===== src/logic/clk_oe_pkg.sv =====
// shared constants and types for the clock output enable programming block
package clk_oe_pkg;
  localparam int unsigned NUM_CH = 20;
  localparam int unsigned NUM_HW_PINS = 8;
  localparam int unsigned HW_PIN_BASE = 5;

  localparam logic [7:0] OFS_EN_HI = 8'h00;
  localparam logic [7:0] OFS_EN_LOW = 8'h01;
  localparam logic [7:0] OFS_EN_MID = 8'h02;
  localparam logic [7:0] OFS_PIN_RDBK = 8'h03;
  localparam logic [7:0] OFS_SEL_RDBK = 8'h04;
  localparam logic [7:0] OFS_VDR_REV = 8'h05;
  localparam logic [7:0] OFS_DEV_ID = 8'h06;
  localparam logic [7:0] OFS_RD_CNT = 8'h07;
  localparam logic [7:0] OFS_MASK_A = 8'h08;
  localparam logic [7:0] OFS_MASK_B = 8'h09;
  localparam logic [7:0] OFS_MASK_C = 8'h0a;

  localparam logic [7:0] RST_EN_HI = 8'h78;
  localparam logic [7:0] RST_EN_LOW = 8'hff;
  localparam logic [7:0] RST_EN_MID = 8'hff;
  localparam logic [7:0] RST_RD_CNT = 8'h08;
  localparam logic [7:0] RST_MASK = 8'h00;
  localparam logic [7:0] EN_HI_MASK = 8'h78;
  localparam logic [7:0] RD_CNT_MASK = 8'h3f;
  localparam logic [7:0] ZERO_BYTE = 8'h00;

  // arbitrary identification values
  localparam logic [7:0] VDR_REV_VAL = 8'h1a;
  localparam logic [7:0] DEV_ID_VAL = 8'h5c;

  typedef struct packed {
    logic wr_en;
    logic [7:0] addr;
    logic [7:0] wdata;
  } reg_req_t;

  typedef struct packed {
    logic data;
    logic clk;
    logic shift_load_n;
  } sideband_pins_t;
endpackage


===== src/logic/clk_oe_prog.sv =====
// clock output enable programming: register bank, sideband port, mux
`timescale 1ns/1ps
// How it works
// - select pin high: enables come from the sideband serial port.
// - select pin low: enables come from the register path only.
// - override masks act only while the sideband port is selected.
// - a set mask bit forces its channel enabled, bypassing sideband data.
// - strobe high: each sideband clock rise shifts data in.
// - strobe falling edge copies shift register into sideband output reg.
// - both paths pass common resync that switches without runt pulses.
// - each of 20 channels has its own enable in either mode.
// - enable bytes at 0..2, pin readback 3, select readback 4.
// - vendor/revision at 5, device id at 6, read count at 7.
// - override masks at 8, 9 and a.
// - first byte bits 6..3 drive channels 19..16; 1 enables.
// - first byte resets to 78h; bit 7 and bits 2..0 read zero.
// - second byte bits 7..0 drive channels 7..0.
// - second byte resets to ffh.
// - shift and output registers are 20 bits each.
// - sideband mode: three enable pins carry port, others disabled.
// - register mode: channels 5..12 need bit set and pin low.
// - sideband port works regardless of the power-good pin.
module clk_oe_prog #(
  parameter int unsigned NUM_CH = clk_oe_pkg::NUM_CH
) (
  input  wire logic                 sys_clk,
  input  wire logic                 nrst,
  input  wire logic                 ref_clk,
  input  wire logic                 interface_select_pin,
  input  wire logic [7:0]           hw_oe_n,
  input  wire clk_oe_pkg::reg_req_t reg_req,
  output logic      [7:0]           reg_rdata,
  output logic      [NUM_CH-1:0]    clock_output_channel
);
  // synchronisers for pin inputs
  logic [7:0] oe1_ff;
  logic [7:0] oe2_ff;
  logic       sel1_ff;
  logic       sel2_ff;

  always_ff @(posedge sys_clk) begin
    if (!nrst) begin
      oe1_ff  <= 8'hff;
      oe2_ff  <= 8'hff;
      sel1_ff <= 1'b0;
      sel2_ff <= 1'b0;
    end else begin
      oe1_ff  <= hw_oe_n;
      oe2_ff  <= oe1_ff;
      sel1_ff <= interface_select_pin;
      sel2_ff <= sel1_ff;
    end
  end

  // sideband pins ride on hardware enable pins 5, 6 and 10
  clk_oe_pkg::sideband_pins_t sb;
  always_comb begin
    sb.data         = oe2_ff[0];
    sb.clk          = oe2_ff[1];
    sb.shift_load_n = oe2_ff[5];
  end

  // sideband shift / output registers, edge detected on sys_clk
  logic [NUM_CH-1:0] shift_ff;
  logic [NUM_CH-1:0] sb_out_ff;
  logic              sbclk_d_ff;
  logic              strobe_d_ff;
  logic [NUM_CH-1:0] nxt_shift;
  logic [NUM_CH-1:0] nxt_sb_out;
  logic              sbclk_rise;
  logic              strobe_fall;

  always_comb begin
    sbclk_rise  = sb.clk & ~sbclk_d_ff;
    strobe_fall = ~sb.shift_load_n & strobe_d_ff;
    nxt_shift   = shift_ff;
    nxt_sb_out  = sb_out_ff;
    // no power-good gating: works before first power good
    if (sel2_ff && sb.shift_load_n && sbclk_rise) begin
      nxt_shift = {shift_ff[NUM_CH-2:0], sb.data};
    end
    if (sel2_ff && strobe_fall) begin
      nxt_sb_out = shift_ff;
    end
  end

  always_ff @(posedge sys_clk) begin
    if (!nrst) begin
      shift_ff    <= '0;
      sb_out_ff   <= '0;
      sbclk_d_ff  <= 1'b0;
      strobe_d_ff <= 1'b0;
    end else begin
      shift_ff    <= nxt_shift;
      sb_out_ff   <= nxt_sb_out;
      sbclk_d_ff  <= sb.clk;
      strobe_d_ff <= sb.shift_load_n;
    end
  end

  // register bank
  logic [7:0] en_hi_ff;
  logic [7:0] en_low_ff;
  logic [7:0] en_mid_ff;
  logic [7:0] rd_cnt_ff;
  logic [7:0] mask_a_ff;
  logic [7:0] mask_b_ff;
  logic [7:0] mask_c_ff;
  logic [7:0] rdata_ff;
  logic [7:0] nxt_en_hi;
  logic [7:0] nxt_en_low;
  logic [7:0] nxt_en_mid;
  logic [7:0] nxt_rd_cnt;
  logic [7:0] nxt_mask_a;
  logic [7:0] nxt_mask_b;
  logic [7:0] nxt_mask_c;
  logic [7:0] nxt_rdata;

  function automatic logic hit(input clk_oe_pkg::reg_req_t r,
                               input logic [7:0] ofs);
    return r.wr_en && (r.addr == ofs);
  endfunction

  always_comb begin
    nxt_en_hi  = en_hi_ff;
    nxt_en_low = en_low_ff;
    nxt_en_mid = en_mid_ff;
    nxt_rd_cnt = rd_cnt_ff;
    nxt_mask_a = mask_a_ff;
    nxt_mask_b = mask_b_ff;
    nxt_mask_c = mask_c_ff;
    if (hit(reg_req, clk_oe_pkg::OFS_EN_HI)) begin
      nxt_en_hi = reg_req.wdata & clk_oe_pkg::EN_HI_MASK;
    end else if (hit(reg_req, clk_oe_pkg::OFS_EN_LOW)) begin
      nxt_en_low = reg_req.wdata;
    end else if (hit(reg_req, clk_oe_pkg::OFS_EN_MID)) begin
      nxt_en_mid = reg_req.wdata;
    end else if (hit(reg_req, clk_oe_pkg::OFS_RD_CNT)) begin
      nxt_rd_cnt = reg_req.wdata & clk_oe_pkg::RD_CNT_MASK;
    end else if (hit(reg_req, clk_oe_pkg::OFS_MASK_A)) begin
      nxt_mask_a = reg_req.wdata;
    end else if (hit(reg_req, clk_oe_pkg::OFS_MASK_B)) begin
      nxt_mask_b = reg_req.wdata;
    end else if (hit(reg_req, clk_oe_pkg::OFS_MASK_C)) begin
      nxt_mask_c = reg_req.wdata;
    end
    // other offsets: write dropped
  end

  // read data is registered, valid one cycle after the address
  always_comb begin
    if (reg_req.addr == clk_oe_pkg::OFS_EN_HI) begin
      nxt_rdata = en_hi_ff;
    end else if (reg_req.addr == clk_oe_pkg::OFS_EN_LOW) begin
      nxt_rdata = en_low_ff;
    end else if (reg_req.addr == clk_oe_pkg::OFS_EN_MID) begin
      nxt_rdata = en_mid_ff;
    end else if (reg_req.addr == clk_oe_pkg::OFS_PIN_RDBK) begin
      nxt_rdata = oe2_ff;
    end else if (reg_req.addr == clk_oe_pkg::OFS_SEL_RDBK) begin
      nxt_rdata = {7'h00, sel2_ff};
    end else if (reg_req.addr == clk_oe_pkg::OFS_VDR_REV) begin
      nxt_rdata = clk_oe_pkg::VDR_REV_VAL;
    end else if (reg_req.addr == clk_oe_pkg::OFS_DEV_ID) begin
      nxt_rdata = clk_oe_pkg::DEV_ID_VAL;
    end else if (reg_req.addr == clk_oe_pkg::OFS_RD_CNT) begin
      nxt_rdata = rd_cnt_ff;
    end else if (reg_req.addr == clk_oe_pkg::OFS_MASK_A) begin
      nxt_rdata = mask_a_ff;
    end else if (reg_req.addr == clk_oe_pkg::OFS_MASK_B) begin
      nxt_rdata = mask_b_ff;
    end else if (reg_req.addr == clk_oe_pkg::OFS_MASK_C) begin
      nxt_rdata = mask_c_ff;
    end else begin
      nxt_rdata = clk_oe_pkg::ZERO_BYTE;
    end
  end

  always_ff @(posedge sys_clk) begin
    if (!nrst) begin
      en_hi_ff  <= clk_oe_pkg::RST_EN_HI;
      en_low_ff <= clk_oe_pkg::RST_EN_LOW;
      en_mid_ff <= clk_oe_pkg::RST_EN_MID;
      rd_cnt_ff <= clk_oe_pkg::RST_RD_CNT;
      mask_a_ff <= clk_oe_pkg::RST_MASK;
      mask_b_ff <= clk_oe_pkg::RST_MASK;
      mask_c_ff <= clk_oe_pkg::RST_MASK;
      rdata_ff  <= clk_oe_pkg::ZERO_BYTE;
    end else begin
      en_hi_ff  <= nxt_en_hi;
      en_low_ff <= nxt_en_low;
      en_mid_ff <= nxt_en_mid;
      rd_cnt_ff <= nxt_rd_cnt;
      mask_a_ff <= nxt_mask_a;
      mask_b_ff <= nxt_mask_b;
      mask_c_ff <= nxt_mask_c;
      rdata_ff  <= nxt_rdata;
    end
  end

  assign reg_rdata = rdata_ff;

  // enable selection
  logic [NUM_CH-1:0] smb_en;
  logic [NUM_CH-1:0] pin_en;
  logic [NUM_CH-1:0] mask_vec;
  logic [NUM_CH-1:0] sel_en;

  always_comb begin
    // channels 19..16 from bits 6..3, 15..8 mid byte, 7..0 low byte
    smb_en   = {en_hi_ff[6:3], en_mid_ff, en_low_ff};
    pin_en   = '1;
    pin_en[clk_oe_pkg::HW_PIN_BASE +: clk_oe_pkg::NUM_HW_PINS] = ~oe2_ff;
    mask_vec = {mask_c_ff[3:0], mask_b_ff, mask_a_ff};
    if (sel2_ff) begin
      sel_en = sb_out_ff | mask_vec;
    end else begin
      sel_en = smb_en & pin_en;
    end
  end

  logic [NUM_CH-1:0] gate_en;
  glitchless_gate #(
    .WIDTH (NUM_CH)
  ) u_gate (
    .sys_clk (sys_clk),
    .nrst    (nrst),
    .ref_clk (ref_clk),
    .en_req  (sel_en),
    .en_out  (gate_en)
  );

  assign clock_output_channel = gate_en;

  a_shift_hold: assert property (@(posedge sys_clk) disable iff (!nrst)
    !sb.shift_load_n |=> shift_ff == $past(shift_ff))
    else $error("shift register moved while strobe low");
  a_shift_step: assert property (@(posedge sys_clk) disable iff (!nrst)
    sel2_ff && sb.shift_load_n && sbclk_rise
      |=> shift_ff[0] == $past(sb.data))
    else $error("sideband bit not shifted in");
  a_load_copy: assert property (@(posedge sys_clk) disable iff (!nrst)
    sel2_ff && strobe_fall |=> sb_out_ff == $past(shift_ff))
    else $error("output register not loaded on strobe fall");
  a_out_stable: assert property (@(posedge sys_clk) disable iff (!nrst)
    !strobe_fall |=> sb_out_ff == $past(sb_out_ff))
    else $error("output register changed without strobe fall");
  a_hi_reserved: assert property (@(posedge sys_clk) disable iff (!nrst)
    (en_hi_ff & ~clk_oe_pkg::EN_HI_MASK) == 8'h00)
    else $error("reserved bits of first enable byte set");
  a_mask_force: assert property (@(posedge sys_clk) disable iff (!nrst)
    sel2_ff |-> (sel_en & mask_vec) == mask_vec)
    else $error("masked channel not forced on");
  a_smb_path: assert property (@(posedge sys_clk) disable iff (!nrst)
    !sel2_ff |-> sel_en == (smb_en & pin_en))
    else $error("register path not in control");
  a_pin_gate: assert property (@(posedge sys_clk) disable iff (!nrst)
    !sel2_ff && oe2_ff[0] |-> !sel_en[5])
    else $error("channel 5 on with pin high");
  a_unmapped_rd: assert property (@(posedge sys_clk) disable iff (!nrst)
    reg_req.addr > clk_oe_pkg::OFS_MASK_C |=> rdata_ff == 8'h00)
    else $error("reserved offset read nonzero");

  // sideband path: whole-word shift and idle behaviour
  a_shift_full: assert property (@(posedge sys_clk) disable iff (!nrst)
    sel2_ff && sb.shift_load_n && sbclk_rise |=> shift_ff ==
      {$past(shift_ff[NUM_CH-2:0]), $past(sb.data)})
    else $error("shift register did not move by one bit");
  a_shift_off: assert property (@(posedge sys_clk) disable iff (!nrst)
    !sel2_ff |=> shift_ff == $past(shift_ff))
    else $error("shift register moved in register mode");
  a_sbout_off: assert property (@(posedge sys_clk) disable iff (!nrst)
    !sel2_ff |=> sb_out_ff == $past(sb_out_ff))
    else $error("sideband output changed in register mode");
  a_sb_select: assert property (@(posedge sys_clk) disable iff (!nrst)
    sel2_ff |-> sel_en == (sb_out_ff | mask_vec))
    else $error("sideband path not in control");

  // register bank: writes land, reads return the right byte
  a_hi_write: assert property (@(posedge sys_clk) disable iff (!nrst)
    hit(reg_req, clk_oe_pkg::OFS_EN_HI) |=> en_hi_ff ==
      ($past(reg_req.wdata) & clk_oe_pkg::EN_HI_MASK))
    else $error("first enable byte write wrong");
  a_low_write: assert property (@(posedge sys_clk) disable iff (!nrst)
    hit(reg_req, clk_oe_pkg::OFS_EN_LOW)
      |=> en_low_ff == $past(reg_req.wdata))
    else $error("second enable byte write wrong");
  a_mask_write: assert property (@(posedge sys_clk) disable iff (!nrst)
    hit(reg_req, clk_oe_pkg::OFS_MASK_C)
      |=> mask_c_ff == $past(reg_req.wdata))
    else $error("override mask write wrong");
  a_pin_rdbk: assert property (@(posedge sys_clk) disable iff (!nrst)
    reg_req.addr == clk_oe_pkg::OFS_PIN_RDBK
      |=> rdata_ff == $past(oe2_ff))
    else $error("pin readback wrong");
  a_sel_rdbk: assert property (@(posedge sys_clk) disable iff (!nrst)
    reg_req.addr == clk_oe_pkg::OFS_SEL_RDBK
      |=> rdata_ff == {7'h00, $past(sel2_ff)})
    else $error("select readback wrong");
  a_dev_id_rd: assert property (@(posedge sys_clk) disable iff (!nrst)
    reg_req.addr == clk_oe_pkg::OFS_DEV_ID
      |=> rdata_ff == clk_oe_pkg::DEV_ID_VAL)
    else $error("device id read wrong");

  // register mode channel mapping
  a_hi_map: assert property (@(posedge sys_clk) disable iff (!nrst)
    !sel2_ff |-> sel_en[NUM_CH-1 -: 4] == en_hi_ff[6:3])
    else $error("channels 19..16 not from first byte");
  a_low_map: assert property (@(posedge sys_clk) disable iff (!nrst)
    !sel2_ff |-> sel_en[4:0] == en_low_ff[4:0])
    else $error("channels 4..0 not from second byte");
endmodule // clk_oe_prog


===== src/logic/glitchless_gate.sv =====
// per-channel enable resync that switches only while the output clock is low
`timescale 1ns/1ps
module glitchless_gate #(
  parameter int unsigned WIDTH = 20
) (
  input  wire logic             sys_clk,
  input  wire logic             nrst,
  input  wire logic             ref_clk,
  input  wire logic [WIDTH-1:0] en_req,
  output logic      [WIDTH-1:0] en_out
);
  logic [WIDTH-1:0] sync1_ff;
  logic [WIDTH-1:0] sync2_ff;
  logic [WIDTH-1:0] en_ff;
  logic [WIDTH-1:0] nxt_en;
  logic             ref1_ff;
  logic             ref2_ff;

  // update only in the low phase of the buffered clock: no runt pulse
  always_comb begin
    nxt_en = en_ff;
    if (!ref2_ff) begin
      nxt_en = sync2_ff;
    end
  end

  always_ff @(posedge sys_clk) begin
    if (!nrst) begin
      sync1_ff <= '0;
      sync2_ff <= '0;
      en_ff    <= '0;
      ref1_ff  <= 1'b0;
      ref2_ff  <= 1'b0;
    end else begin
      sync1_ff <= en_req;
      sync2_ff <= sync1_ff;
      en_ff    <= nxt_en;
      ref1_ff  <= ref_clk;
      ref2_ff  <= ref1_ff;
    end
  end

  assign en_out = en_ff;

  a_gate_hold_high: assert property (@(posedge sys_clk) disable iff (!nrst)
    ref2_ff |=> en_ff == $past(en_ff))
    else $error("enable changed during clock high phase");
endmodule // glitchless_gate

===== config.mk =====
export PLATFORM = sky130hd
export DESIGN_NAME = clk_oe_prog
export DESIGN_NICKNAME = d
export VERILOG_FILES = /design/src/logic/clk_oe_pkg.sv /design/src/logic/clk_oe_prog.sv /design/src/logic/glitchless_gate.sv
export SDC_FILE = /design/constraint.sdc
export NUM_CORES = 1
export LEC_CHECK = 0
export BUFFER_PORTS_ARGS = -buffer_cell sky130_fd_sc_hd__buf_2
export CAP_MARGIN = 20
export CORE_MARGIN = 4
export CORE_UTILIZATION = 45
export CTS_BUF_LIST = sky130_fd_sc_hd__clkbuf_8
export DETAILED_ROUTE_END_ITERATION = 7
export GPL_ROUTABILITY_DRIVEN = 0
export GPL_TIMING_DRIVEN = 0
export REMOVE_ABC_BUFFERS = 1
export SYNTH_ARGS = -nofsm -noshare
export SYNTH_HDL_FRONTEND = slang
export SYNTH_HIERARCHICAL = 1
export SYNTH_SLANG_ARGS = --single-unit

===== constraint.sdc =====
create_clock -name sys_clk -period 4.3 [get_ports sys_clk]
set_input_delay 0.86 -clock sys_clk [delete_from_list [all_inputs] [get_ports sys_clk]]
set_output_delay 0.86 -clock sys_clk [all_outputs]
set_load 0.01 [all_outputs]

After elaboration in Yosys (flattened, before gate mapping) --
Index checks and enable logic that the tools add are counted.
Operators by class: equal/unequal tests 10, mux-type cells 12, reductions and logical operators 18, bitwise operators 14
Operators with widths (number):
- $mux W8 | 10
- $eq A8 B3 Y1 const B | 4
- $eq A8 B4 Y1 const B | 3
- $and A20 B20 Y20 | 1
- $mux W20 | 1
- $or A20 B20 Y20 | 1
- $eq A8 B2 Y1 const B | 2
- $logic_and A1 B1 Y1 | 10
- $not A1 Y1 | 9
- $eq A8 B1 Y1 const B | 1
- $logic_not A8 Y1 | 1
- $not A8 Y8 | 1
- $mux W7 | 1
- $reduce_and A7 Y1 | 1
- $reduce_and A6 Y1 | 1
- $reduce_and A5 Y1 | 1
- $reduce_and A4 Y1 | 1
- $reduce_and A3 Y1 | 1
- $and A1 B1 Y1 | 2
- $reduce_and A2 Y1 | 1
- $reduce_or A2 Y1 | 1
Storage, ports and cells: output and inout port bits 28, input port bits 29, flip-flop bits (word level) 180, logic and storage cells 76

Depth between registers and ports, before layout --
depth in word-level cells 12, depth in mapped cells 6, depth with buffers taken out 5

By module --
The synthesis kept the hierarchy.
By module, submodules not included:
- clk_oe_prog | times used 1, area an instance 5083.6 sq um, cells each 580, seq. area each 2362.3 sq um
- glitchless_gate | times used 1, area an instance 1881.8 sq um, cells each 152, seq. area each 1241.2 sq um

Worst setup path after synthesis --
OpenSTA, ideal clock, no wires.
kind input-to-reg, from input port reg_req[15] (netlist bit), to register mask_b_ff[0], path buffers 1, required time 4.184 ns, stages on the path 6, path slack 1.932 ns, setup time 0.116 ns, arrival time 2.252 ns, path through or4_4 > nor3b_4 > buf_6 > nand3_4 > mux2i_1 > nor2b_1
On the way: longest elaborated chain between the ends 4, elaborated cells between the ends (all ways) 18, those cells by class 5 x eq/ne; 5 x bitwise; 8 x reduce/logical
Ends and longest elaborated chain:
- start, declared | line clk_oe_prog.sv:31 | input wire clk_oe_pkg::reg_req_t reg_req,
- $eq A8 B4 Y1, or another cell as far along | line clk_oe_prog.sv:121 | return r.wr_en && (r.addr == ofs);
- $logic_and A1 B1 Y1 | line clk_oe_prog.sv:121
- $not A1 Y1 (no line)
- $reduce_and A6 Y1 (no line) (*)
- end signal, assigned | line clk_oe_prog.sv:186 | mask_b_ff <= clk_oe_pkg::RST_MASK;
- end signal, assigned | line clk_oe_prog.sv:195 | mask_b_ff <= nxt_mask_b;
- end, declared | line clk_oe_prog.sv:107 | logic [7:0] mask_b_ff;
Mark *: on every way between the ends. The rest lies on a longest branch, timed or not. A chain may end at the register's enable or synchronous reset.

Worst setup path after layout --
from input port reg_req[9] (netlist bit), to register en_low_ff[2]
On the way: longest elaborated chain between the ends 4, elaborated cells between the ends (all ways) 6, those cells by class 1 x eq/ne; 1 x bitwise; 4 x reduce/logical
Ends and longest elaborated chain:
- $logic_not A8 Y1 | line clk_oe_prog.sv:121
- $logic_and A1 B1 Y1 | line clk_oe_prog.sv:121
- $not A1 Y1 (no line)
- $reduce_and A2 Y1 (no line) (*)
- end signal, assigned | line clk_oe_prog.sv:182 | en_low_ff <= clk_oe_pkg::RST_EN_LOW;
- end signal, assigned | line clk_oe_prog.sv:191 | en_low_ff <= nxt_en_low;
- end, declared | line clk_oe_prog.sv:103 | logic [7:0] en_low_ff;
Marked as above.

==> metrics.log <==
INFO  metric antenna_violations_before_repair = 1
INFO  metric post_cts.repair.setup_buffers = 0
INFO  metric postSynthRegisterBits = 180
INFO  metric power.density_cell_area = 391 nW/um^2
INFO  metric clk-insertion-delay-late = 460 ps
INFO  metric timing.critical_path.cells = buf_2 > nor2b_1 > nand3_2 > mux2i_1 > nand2_1
INFO  metric firstDrtPassIters = 4
INFO  metric number_of_max_capacitance_violations_reported = 0
INFO  metric numCtsBuffers = 17
INFO  metric buffer_ports.inserted = 56
INFO  metric met3_length = 743 um
INFO  metric place_area = 7330 sq um
INFO  metric route.final.wire_length = 15.2 mm
INFO  metric timing.critical_path.slowest_stage_cell = sky130_fd_sc_hd__nor2b_1
INFO  metric dp_hpwl = 9.93 mm
INFO  metric drtIter0Drc = 387
INFO  metric synth_top_flop_cell = sky130_fd_sc_hd__dfxtp_1
INFO  metric clk_pin_slew = 80 ps
INFO  metric first_global_vias = 4664
INFO  metric slew_of_the_pin_with_the_lowest_slew_margin = 1050 ps
INFO  metric p_leak = 3.14 nW
INFO  metric number_of_endpoints_with_negative_hold_slack_in_the_final_report = 0
INFO  metric drt_drc_violations_left = 0
INFO  metric regToRegEndpoint = shift_ff[18]
INFO  metric route.detailed.wl_per_inst = 15.8 um
INFO  metric fp.coreArea = 15200 sq um
INFO  metric clock_path_buffers = 2
INFO  metric maxUsedRoutingLayer = met5
INFO  metric post_route_cells_drive_above_1_share = 0.129
INFO  metric utilization = 0.509
INFO  metric ys_types = 39
INFO  metric min_path_type = register to register
INFO  metric synth_xor_area_frac = 0
INFO  metric n_antenna_cell = 0
INFO  metric detail_route.wirelength.met1 = 6.99 mm
INFO  metric floorplan.rows = 45
INFO  metric required = 4630 ps
INFO  metric critical_path.top_delay_family = simple AND/OR/NAND/NOR gates
INFO  metric synth_top_family_by_area = simple AND/OR/NAND/NOR gates
INFO  metric yosys-mux-area-fraction = 0.126
INFO  metric yosysSeqAreaShare = 0.517
INFO  metric detail_route.vias_per_cell = 5.04
INFO  metric initial_utilization = 0.458
INFO  metric layout_worst_path_cycle_share = 0.653
INFO  metric asyncSetResetFlopFracSynth = 0
INFO  metric synth_compound_gate_area_share = 0.104
INFO  metric post_synth_top_area_cell = sky130_fd_sc_hd__dfxtp_1
INFO  metric clock_sinks = 180
INFO  metric fin_crit = 2810 ps
INFO  metric antenna_violating_nets_post_route = 0
INFO  metric netlist_area = 6970 sq um
INFO  metric pin_count = 57
INFO  metric r2r_start = sel2_ff
INFO  metric syn-instance-count = 732
INFO  metric setup_tns_after_final_layout = 0 ps
INFO  metric ir_drop = 0.248 mV
INFO  metric synth_fa_ha_area_frac = 0
INFO  metric crit_path_max_fanout = 30
INFO  metric max_freq = 356 MHz
INFO  metric floorplan.die.width = 132 um
INFO  metric cts_resized = 0
INFO  metric synth_commonest_cells = 180 x sky130_fd_sc_hd__dfxtp_1, 114 x sky130_fd_sc_hd__nand2_1, 84 x sky130_fd_sc_hd__mux2i_1
INFO  metric synth_largest_type_area_fraction = 0.517
INFO  metric cts-hold-fix-buffers = 0
INFO  metric critical_path_cell_count = 5
INFO  metric grt_pass1_wl = 24.7 mm
INFO  metric cts.htree.levels = 4
INFO  metric setup_viol = 0
INFO  metric holdPathStages = 1
INFO  metric die-area = 17500 sq um
INFO  metric design_area = 7730 sq um
INFO  metric rsz_0062_raised_after_global_routing = false
INFO  metric root_buffer = sky130_fd_sc_hd__clkbuf_8
INFO  metric worstHoldStart = oe1_ff[7]
INFO  metric route.met2.wl = 7.33 mm
INFO  metric total_via_count_after_detailed_routing = 4847
INFO  metric synth_enable_flop_cells = 0
INFO  metric average_footprint_of_a_synthesized_cell = 9.52 sq um
INFO  metric worst_setup_path_end_kind = register
INFO  metric launching_element_type_of_the_critical_path = primary input
INFO  metric worst-path-buf-inv = 1
INFO  metric worst_hold_path.endpoint = oe2_ff[7]
INFO  metric grt.total_usage = 0.178
INFO  metric timing.critical_path.slowest_cell_delay = 920 ps
INFO  metric ff_to_ff_setup_slack = 2070 ps
INFO  metric clock_skew = 10.5 ps
INFO  metric timing.critical_path.arrival = 3140 ps
INFO  metric cts_tree = built
INFO  metric chipHeight = 132 um
INFO  metric globalRoute.totalOverflow = 0
INFO  metric worst_r2r_path_depth = 3
INFO  metric grt_start_max_net_pins = 118
INFO  metric status = finished, final reports clean
INFO  metric maxSlewViolCount = 0
INFO  metric ys.warnings.count = 6
INFO  metric yosys-top-cells-area = sky130_fd_sc_hd__dfxtp_1 52%, sky130_fd_sc_hd__mux2i_1 12%, sky130_fd_sc_hd__nand2_1 6.1%, sky130_fd_sc_hd__nor2b_1 4.6%, sky130_fd_sc_hd__a21boi_0 4.3%
INFO  metric synth_simple_gate_area_share = 0.220
INFO  metric library_cell_with_the_highest_instance_count_after_synthesis = sky130_fd_sc_hd__dfxtp_1
INFO  metric num-nets-final = 792
INFO  metric worst-setup-path-type = primary input to register
INFO  metric layout-area-overhead-vs-synth = 11.0%
INFO  metric maxSlewHeadroom = 0.296
[cells in the final DEF, fill, tap and decap left out, drive strengths merged, types with 2 or more instances in the layout]
cell type,n
a32oi,3
bufinv,3
nand2,114
a31oi,2
clkinv,3
o22ai,2
dfxtp,180
o21ai,32
clkbuf,19
nor2b,51
mux2i,84
inv,7
a22oi,5
nand2b,24
buf,59
nor3,2
clkinvlp,2
a21boi,40
nand3,6
and2,46
nor2,42
a21oi,34
or2,2
[report_power, final]
group	switching [mW]	internal [mW]	total [mW]	leakage [nW]
Clock	0.565	0.593	1.16	0.207
Sequential	0.0181	1.70	1.72	1.47
Combinational	0.0841	0.0665	0.151	1.47
[stage by stage]
step | hold slack (ps) | total power, mW | std cells | setup slack [ps]
4_1_cts | 413 | 3.06 | 962 | 1510
2_1_floorplan | 386 | 1.83 | 685 | 1700
3_5_place_dp | 393 | 1.91 | 932 | 1010
3_3_place_gp | 389 | 1.91 | 929 | 698
5_1_grt | 439 | 3.16 | 962 | 1380
6_report | 412 | 3.03 | 962 | 1490
[cell families (layout without fill, tap and decap cells)]
family / count (synthesis) / count (layout)
muxes: 86 / 86
buffers and inverters: 51 / 93
DFF: 180 / 180
AOI/OAI and AO/OA: 119 / 119
and+or+nand+nor: 296 / 296
[area by class of cell]
class | count | area [sq um]
well taps | 188 | 235
fillers | 1445 | 7470
clock buffers | 19 | 262
multi-input cells | 501 | 3130
inverters | 4 | 15.0
flip-flops and latches | 180 | 3600
repair buffers | 59 | 349
clock inverters | 11 | 139
[sequential cells by signal, indices dropped and copies added, names as in the netlist, 4 cells and up]
signal           count
oe1_ff               8
mask_a_ff            8
shift_ff            20
reg_rdata            8
oe2_ff               8
en_mid_ff            8
sb_out_ff           20
mask_b_ff            8
mask_c_ff            8
u_gate/en_out       20
rd_cnt_ff            6
en_hi_ff             4
u_gate/sync1_ff     20
en_low_ff            8
u_gate/sync2_ff     20
[per-layer routing]
layer	up-vias	global-route usage
li1	2493	-
met1	2266	0.238
met2	75	0.283
met3	11	0.0468
met4	2	0.0589
met5	-	0
[worst max-delay path by stage]
stage	start	to	slack [ps]
global placement	nrst	reg_rdata[0]	700
floorplan	reg_req[15]	mask_a_ff[0]	1700
detailed placement	reg_req[8]	en_low_ff[2]	1010
CTS	reg_req[8]	en_low_ff[2]	1510
global route	reg_req[8]	en_low_ff[2]	1380
finish	reg_req[9]	en_low_ff[2]	1490
Note: power is estimated with default switching activity, not from simulation.
